### src/design/txaps_pkg.sv
// shared constants for the transmit activity power-state block
package txaps_pkg;
  localparam int unsigned CLK_MHZ          = 200;
  // timing figures in microseconds, slow period in nanoseconds
  localparam int unsigned WAKE_LIMIT_US    = 100;
  localparam int unsigned SHUT_LIMIT_US    = 100;
  localparam int unsigned SETTLE_TIME_US   = 50;
  localparam int unsigned SLOW_PERIOD_NS   = 1000;
  localparam int unsigned TRIG_DELAY_US    = 100;
  // derived cycle counts
  localparam int unsigned WAKE_CYC   = WAKE_LIMIT_US * CLK_MHZ;
  localparam int unsigned SHUT_CYC   = SHUT_LIMIT_US * CLK_MHZ;
  localparam int unsigned SETTLE_CYC = SETTLE_TIME_US * CLK_MHZ;
  localparam int unsigned TRIG_CYC   = TRIG_DELAY_US * CLK_MHZ;
  // edge gap above which input counts as slow (twice the 1000 ns slow period, 2 us)
  localparam int unsigned SLOW_GAP_CYC = 2 * SLOW_PERIOD_NS * CLK_MHZ / 1000;
  // edges needed to call activity valid
  localparam int unsigned WAKE_EDGES = 4;
  localparam int unsigned CNT_W      = 24;
  typedef enum logic [1:0] {
    TXAPS_SETTLE = 2'b00,
    TXAPS_OFF    = 2'b01,
    TXAPS_ON     = 2'b10
  } txaps_state_t;
endpackage

### src/design/txaps_if.sv
// link between the upstream controller end and the converter end
`timescale 1ns/10ps
interface txaps_if;
  logic electrical_data_input;
  logic hold_n;
  modport ctrl (output electrical_data_input, output hold_n);
  modport conv (input electrical_data_input, input hold_n);
endinterface

### src/design/txaps_conv.sv
// converter end: activity detection and power-state control
`timescale 1ns/10ps
// Notes on behaviour
// static or slow input forces off within limit
// shutdown timed from last falling input edge; the converter times it from the last edge of either polarity
// valid activity brings on-state within wake limit
// wake timed from first rising input edge
// hold low forces and keeps off-state
// hold release with activity wakes within limit
// detection ready after supply settle time
// hold source keeps hold low through settling
// stimulus may trigger capture after wake limit
// stimulus may mark data shutdown limit
// stimulus marks hold shutdown limit
// slow square wave keeps converter off
// off drives nothing, on forwards data
module txaps_conv
  import txaps_pkg::*;
#(
  parameter int unsigned SETTLE_CYCLES = SETTLE_CYC,
  parameter int unsigned GAP_CYCLES    = SLOW_GAP_CYC
) (
  input  wire logic clk_i,
  input  wire logic nrst_i,
  txaps_if.conv     link,
  output logic      coax_data_output_o,
  output logic      coax_enable_o,
  output logic      on_state_o
);
  logic             din_s1;
  logic             din_s2;
  logic             din_d;
  logic             hold_s1;
  logic             hold_s2;
  logic [CNT_W-1:0] gap_cnt;
  logic [CNT_W-1:0] settle_cnt;
  logic [2:0]       edge_cnt;
  txaps_state_t     state;
  logic             rise;
  logic             fall;
  logic             slow;
  logic             wake_q;
  logic             shut_q;
  logic             on_now;

  // data pin synchroniser
  always_ff @(posedge clk_i or negedge nrst_i) begin
    if (!nrst_i) begin
      din_s1 <= 1'b0;
      din_s2 <= 1'b0;
    end else begin
      din_s1 <= link.electrical_data_input;
      din_s2 <= din_s1;
    end
  end

  // hold pin synchroniser
  always_ff @(posedge clk_i or negedge nrst_i) begin
    if (!nrst_i) begin
      hold_s1 <= 1'b0;
      hold_s2 <= 1'b0;
    end else begin
      hold_s1 <= link.hold_n;
      hold_s2 <= hold_s1;
    end
  end

  // last level, reset to idle low so no false edge follows reset
  always_ff @(posedge clk_i or negedge nrst_i) begin
    if (!nrst_i) begin
      din_d <= 1'b0;
    end else begin
      din_d <= din_s2;
    end
  end

  assign rise   = din_s2 & ~din_d;
  assign fall   = ~din_s2 & din_d;
  assign slow   = (gap_cnt >= CNT_W'(GAP_CYCLES));
  assign on_now = (state == TXAPS_ON);

  // gap since last edge; a fall restarts shutdown timing
  always_ff @(posedge clk_i or negedge nrst_i) begin
    if (!nrst_i) begin
      gap_cnt <= CNT_W'(GAP_CYCLES);
    end else if (rise || fall) begin
      gap_cnt <= '0;
    end else if (!slow) begin
      gap_cnt <= gap_cnt + 1'b1;
    end
  end

  // count fast edges from first rise; slow gaps reset it
  always_ff @(posedge clk_i or negedge nrst_i) begin
    if (!nrst_i) begin
      edge_cnt <= '0;
    end else if (state == TXAPS_SETTLE) begin
      edge_cnt <= '0;
    end else if (slow && !rise) begin
      edge_cnt <= '0;
    end else if (rise && edge_cnt != 3'(WAKE_EDGES)) begin
      edge_cnt <= edge_cnt + 1'b1;
    end
  end

  // supply settle timer
  always_ff @(posedge clk_i or negedge nrst_i) begin
    if (!nrst_i) begin
      settle_cnt <= '0;
    end else if (state == TXAPS_SETTLE) begin
      settle_cnt <= settle_cnt + 1'b1;
    end
  end

  // wake request; a slow gap vetoes a stale full edge count
  always_ff @(posedge clk_i or negedge nrst_i) begin
    if (!nrst_i) begin
      wake_q <= 1'b0;
    end else begin
      wake_q <= hold_s2 && (edge_cnt == 3'(WAKE_EDGES)) && !slow;
    end
  end

  // shutdown request on hold low or quiet input
  always_ff @(posedge clk_i or negedge nrst_i) begin
    if (!nrst_i) begin
      shut_q <= 1'b0;
    end else begin
      shut_q <= !hold_s2 || slow;
    end
  end

  always_ff @(posedge clk_i or negedge nrst_i) begin
    if (!nrst_i) begin
      state <= TXAPS_SETTLE;
    end else begin
      case (state)
        TXAPS_SETTLE: begin
          if (settle_cnt >= CNT_W'(SETTLE_CYCLES) - 1'b1) begin
            state <= TXAPS_OFF;
          end
        end
        TXAPS_OFF: begin
          if (wake_q) begin
            state <= TXAPS_ON; // see R3
          end
        end
        TXAPS_ON: begin
          if (shut_q) begin
            state <= TXAPS_OFF; // see R1
          end
        end
        default: state <= TXAPS_OFF;
      endcase
    end
  end

  // output gating
  always_ff @(posedge clk_i or negedge nrst_i) begin
    if (!nrst_i) begin
      coax_data_output_o <= 1'b0;
    end else begin
      coax_data_output_o <= on_now & din_s2;
    end
  end

  always_ff @(posedge clk_i or negedge nrst_i) begin
    if (!nrst_i) begin
      coax_enable_o <= 1'b0;
    end else begin
      coax_enable_o <= on_now;
    end
  end

  always_ff @(posedge clk_i or negedge nrst_i) begin
    if (!nrst_i) begin
      on_state_o <= 1'b0;
    end else begin
      on_state_o <= on_now;
    end
  end
endmodule

### src/flat_wrapper.sv
// flat-port wrapper written by rule: the top's interface ports become plain ports
module txaps_conv_flat import txaps_pkg::*;
#(
  parameter int unsigned SETTLE_CYCLES = SETTLE_CYC,
  parameter int unsigned GAP_CYCLES    = SLOW_GAP_CYC
)
  (clk_i, nrst_i, coax_data_output_o, coax_enable_o, on_state_o, link_electrical_data_input, link_hold_n);
  txaps_if link_i ();
  input  wire logic clk_i;
  input  wire logic nrst_i;
  output logic coax_data_output_o;
  output logic coax_enable_o;
  output logic on_state_o;
  input wire logic [$bits(link_i.electrical_data_input)-1:0] link_electrical_data_input;
  input wire logic [$bits(link_i.hold_n)-1:0] link_hold_n;
  assign link_i.electrical_data_input = link_electrical_data_input;
  assign link_i.hold_n = link_hold_n;
  txaps_conv #(.SETTLE_CYCLES(SETTLE_CYCLES), .GAP_CYCLES(GAP_CYCLES)) u_core (.clk_i(clk_i), .nrst_i(nrst_i), .link(link_i), .coax_data_output_o(coax_data_output_o), .coax_enable_o(coax_enable_o), .on_state_o(on_state_o));
endmodule
### config.mk
export PLATFORM = sky130hd
export DESIGN_NAME = txaps_conv_flat
export DESIGN_NICKNAME = d
export VERILOG_FILES = /design/src/design/txaps_pkg.sv /design/src/design/txaps_if.sv /design/src/design/txaps_conv.sv /design/src/flat_wrapper.sv
export SDC_FILE = /design/constraint.sdc
export NUM_CORES = 1
export LEC_CHECK = 0
export ABC_AREA = 1
export BUFFER_PORTS_ARGS = -buffer_cell sky130_fd_sc_hd__buf_4
export CORE_MARGIN = 2
export CORE_UTILIZATION = 60
export DETAILED_ROUTE_END_ITERATION = 6
export PLACE_DENSITY_LB_ADDON = 0.15
export SLEW_MARGIN = 15
export SYNTH_ARGS = -nofsm -noshare
export SYNTH_HDL_FRONTEND = slang
export SYNTH_SLANG_ARGS = --single-unit
export TNS_END_PERCENT = 20
### constraint.sdc
create_clock -name clk_i -period 1.9 [get_ports clk_i]
set_input_delay 0.38 -clock clk_i [delete_from_list [all_inputs] [get_ports clk_i]]
set_output_delay 0.38 -clock clk_i [all_outputs]
set_load 0.02 [all_outputs]
* Word level (Yosys, flattened, before mapping) *
Cells that the tools add are included.
Widths: inputs -> output; s select.

cells by class
  equality and inequality tests = 8
  add/sub/neg operators = 3
  div/mod/pow operators = 0
  muxes and demuxes = 9
  $lt $le $gt $ge = 2
  shifts and indexed selects = 0
  multipliers = 0
  reduce and logical (&&, ||, !) cells = 12
  bitwise operators = 5

operators by type and width
  operator               number
  $add 24x1->24 const B  2
  $mux 24                2
  $ge 24x14->1 const B   1
  $ge 24x9->1 const B    1
  $mux 3                 3
  $mux 2                 3
  $pmux 2 s3             1
  $logic_and 1x1->1      4
  $ne 2x1->1 const B     2
  $ne 2x2->1 const B     2
  $add 3x1->3 const B    1
  $and 1x1->1            3
  $eq 3x3->1 const B     1
  $logic_not 1->1        3
  $ne 3x3->1 const B     1
  $reduce_and 3->1       1
  $reduce_bool 3->1      1
  $eq 2x1->1 const B     1
  $eq 2x2->1 const B     1
  $logic_not 2->1        1
  $logic_or 1x1->1       2
  $not 1->1              2

storage, ports and cells
  memory bits (writable) = 0
  ROM bits = 0
  memories kept = 0
  output and inout bits = 3
  register bits = 62
  input bits = 4
  bits in latches = 0
  logic and storage cells = 52

* Logic depth before layout (Yosys ltp) *
  depth in word-level cells = 6
  mapped depth = 9
  depth with buffers taken out = 9

* Worst setup path before layout *
Ideal clock, no wire load.

  path kind = register -> register
  from = reg u_core.state[1]
  to = reg u_core.settle_cnt[22]
  buffers on the path = 0
  data required time = 1.779 ns
  setup slack = 0.541 ns
  stages on the path, launching flop included = 8
  data arrival time = 1.238 ns
  library setup time = 0.121 ns
  clock period less this slack = 1.359 ns
  path through = dfrtp_1 nor2_4 nand2_1 inv_1 nand3_1 nor2_1 nand2_1 xor2_1

on the way
  cells in the longest elaborated chain, start to end = 1

RTL lines
  element                 RTL line           source
  from (decl)             txaps_conv.sv:38   txaps_state_t state;
  from (signal assigned)  txaps_conv.sv:135  state <= TXAPS_SETTLE;
  from (signal assigned)  txaps_conv.sv:140  state <= TXAPS_OFF;
  from (signal assigned)  txaps_conv.sv:145  state <= TXAPS_ON;
  $logic_not 2->1         txaps_conv.sv:110  end else if (state == TXAPS_SETTLE) begin
  to (signal assigned)    txaps_conv.sv:111  settle_cnt <= settle_cnt + 1'b1;
  to (decl)               txaps_conv.sv:36   logic [CNT_W-1:0] settle_cnt;

Every way passes these cells.
A chain may end at the register's enable or synchronous reset.

* Worst setup path in the final report *
  from = reg u_core.gap_cnt[15]
  to = reg u_core.gap_cnt[6]

on the way
  cells in the longest elaborated chain, start to end = 2

RTL lines
  element                      RTL line          source
  from (decl)                  txaps_conv.sv:35  logic [CNT_W-1:0] gap_cnt;
  from (signal assigned)       txaps_conv.sv:85  gap_cnt <= CNT_W'(GAP_CYCLES);
  from (signal assigned)       txaps_conv.sv:89  gap_cnt <= gap_cnt + 1'b1;
  $ge 24x9->1                  txaps_conv.sv:79  assign slow = (gap_cnt >= CNT_W'(GAP_CYCLES));
  $ne 2x2->1 (no source line)  -

Every way passes these cells.

==> impl_metrics.tcl <==
set metrics [dict create \
    r2r_end "u_core.gap_cnt[6]" \
    ys_top_cells_by_area "dfrtp_1 (49%), nand2_1 (12%), inv_1 (7.4%), nor2_1 (7.0%), xor2_1 (5.3%)" \
    p_comb_frac 0.031 \
    yosysTopAreaCell "dfrtp_1" \
    grt_pass1_vias 2169 \
    yosysSeqAreaShare 0.519 \
    die_y_um 74.7 \
    detail-route-antenna-nets 0 \
    crit_arrival_ns 1.85 \
    hpwl_mm 3.73 \
    synthesis.nets 374 \
    coreArea_mm2 0.00479 \
    crit_path_start "u_core.gap_cnt[15]" \
    ys_seq_elements 62 \
    fin_crit_sh 0.864 \
    layout.area.seq_mm2 0.00156 \
    antenna_cells 0 \
    cts_tree "built" \
    drive_gt1_frac 0.0909 \
    hold_depth 1 \
    fin_skew_ns 0.00602 \
    die_width_um 74.7 \
    maxCapViolCount 0 \
    syn2layout_area_growth_pct 13.1 \
    vias_per_cell 5.04 \
    cp-start-kind "register" \
    numCtsBuffers 9 \
    firstDrtPassIters 4 \
    synth_area_mm2 0.00300 \
    grt_pass1_wl_mm 9.67 \
    rows 25 \
    finalCoreUtilization 0.709 \
    wl_mm 5.41 \
    cts-root-buf "clkbuf_8" \
    criticalPathCategory "reg2reg" \
    clk_pin_slew_ns 0.07 \
    htreeDepth 3 \
    nets 390 \
    port_buffers 6 \
    slew_viol_final 0 \
    power_frac_seq 0.473 \
    reg2reg_from "u_core.gap_cnt[15]" \
    max_slew_margin 0.758 \
    tightestPinTransition_ns 0.364 \
    dpl_worst_slack_ns 0.300 \
    synth_cell_types 25 \
    vdd_ir_drop_max_v 0.000572 \
    clock_latency_ns 0.33 \
    via_count 2279 \
    pin_count 7 \
    rsz0062_at_grt "no" \
    r2r_slack_ns 0.26 \
    fp.dieArea_mm2 0.00558 \
    grt_overflow 0 \
    crit_path_end_kind "register" \
    p_leak_nw 1.84 \
    gp_congestion 0.884 \
    multiInputGateArea_mm2 0.00120 \
    drc 0 \
    final_cell_mix "nand2_1 (92), inv_1 (59), dfrtp_1 (59)" \
    clkPwrFrac 0.496 \
    reg2reg_depth 8 \
    post_cts_resized 0 \
    grt_max_degree 37 \
    cts_buffer_depth 2 \
    drt-initial-drc-count 120 \
    avgSynthCellArea_um2 8.24 \
    internal_power_mw 2.27 \
    wl_per_cell_um 12.0 \
    finalSetupViolations 0 \
    path_max_fanout 12 \
    swShare 0.203 \
    synth_warnings 0 \
    cts.sinks 62 \
    fillerInstances 378 \
    p_sw_uw 579 \
    setup_tns_ns 0 \
    cp.required_ns 2.11 \
    power_density_mw_per_mm2 841 \
    fmax_mhz 609 \
    hold_path_class "in2reg" \
    grt_use_total 0.233 \
    whs_endpoint "u_core.din_s1" \
    synth_top_area_share 0.492 \
    synthCells 364 \
    hold_path.startpoint "link_electrical_data_input" \
    finalCriticalPeriod_ns 1.64 \
    antenna_found_initial 0 \
    status "finished clean" \
    worst_slack_ns 0.259 \
    finalHoldViolCount 0 \
    layout_commonest_cell "nand2_1" \
    start_util 0.627 \
]
==> kinds of logic after synthesis <==
| logic type | Yosys count | share of synthesized area |
|---|---|---|
| compound gates | 11 | 0.0184 |
| xor+xnor | 21 | 0.0613 |
| fa+ha+maj | 6 | 0.0250 |
| buf+inv | 64 | 0.0826 |
| flops | 62 | 0.519 |
| simple gates | 200 | 0.294 |
==> synthesized netlist by cell type, drive strengths merged <==
library cell	instances
nand4	12
nand3	25
or2	1
dfstp	3
ha	6
inv	60
a21oi	1
nor3	5
nand2	94
clkbuf	2
o21ai	10
nand3b	2
xor2	18
xnor2	3
dfrtp	59
and3	1
buf	2
nor2	60
==> power groups by stage <==
stage,clock [mW],combinational (mW),sequential [mW]
after floorplan,0,0.0405,1.37
after global placement,0,0.0873,1.37
after detailed placement,0,0.0889,1.37
after CTS,1.44,0.0918,1.35
after global routing,1.51,0.104,1.35
final,1.41,0.0887,1.35
==> registers in the layout (all words and copies together) (netlist names) <==
| register | cells |
|---|---|
| u_core.gap_cnt | 24 |
| u_core.settle_cnt | 24 |
| u_core.edge_cnt | 3 |
| u_core.state | 2 |
| u_core.coax_data_output_o | 1 |
| u_core.din_d | 1 |
| u_core.din_s1 | 1 |
| u_core.din_s2 | 1 |
| u_core.hold_s1 | 1 |
| u_core.hold_s2 | 1 |
| u_core.on_state_o | 1 |
| u_core.shut_q | 1 |
| u_core.wake_q | 1 |
==> worst max path at each step <==
| stage | to | slack [ns] | cells past startpoint |
|---|---|---|---|
| 3_3_place_gp | u_core.settle_cnt[22] | 0.35 | 7 |
| 2_1_floorplan | u_core.settle_cnt[22] | 0.54 | 7 |
| 4_1_cts | u_core.gap_cnt[7] | 0.27 | 8 |
| 5_1_grt | u_core.gap_cnt[6] | 0.08 | 8 |
| 6_report | u_core.gap_cnt[6] | 0.26 | 8 |
| 3_5_place_dp | u_core.gap_cnt[6] | 0.30 | 7 |
==> metrics by stage <==
stage          instance area [µm²]  hold slack, ns  std cells  power [mW]
3_5_place_dp                  3140           0.320        435        1.46
6_report                      3390           0.156        452        2.85
2_1_floorplan                 3000          0.0844        364        1.41
3_3_place_gp                  3140           0.316        435        1.46
4_1_cts                       3390           0.140        452        2.88
5_1_grt                       3390           0.129        452        2.96
==> critical path: stages (launching register included) <==
cell and delay, ns:
dfrtp_1 0.39, nor2_1 0.12, nand2_1 0.06, nor2_1 0.15
nand3_1 0.19, nand2_1 0.31, inv_1 0.15, nand2_1 0.08
o21ai_0 0.07
==> layout make-up <==
type | instances | share of cell area
Tap cell | 67 | 0.0247
Clock buffer | 11 | 0.0417
Clock inverter | 5 | 0.0313
Inverter | 60 | 0.0671
Timing Repair Buffer | 9 | 0.0243
Multi-Input combinational cell | 238 | 0.353
Sequential cell | 62 | 0.458
==> layer usage <==
metal,vias up,wire length (µm),global-route usage
li1,1145,-,-
met1,1079,2600,0.308
met2,51,2530,0.365
met4,0,36,0.0873
met5,-,0,0
met3,4,239,0.0696
==> what timing repair did <==
| action | in CTS | in global routing |
|---|---|---|
| hold endpoints to repair | 24 | 0 |
| hold buffers | 1 | 0 |
| buffers inserted | 0 | 0 |
| setup endpoints to repair | 0 | 0 |
Power figures use the tool's default switching activity.
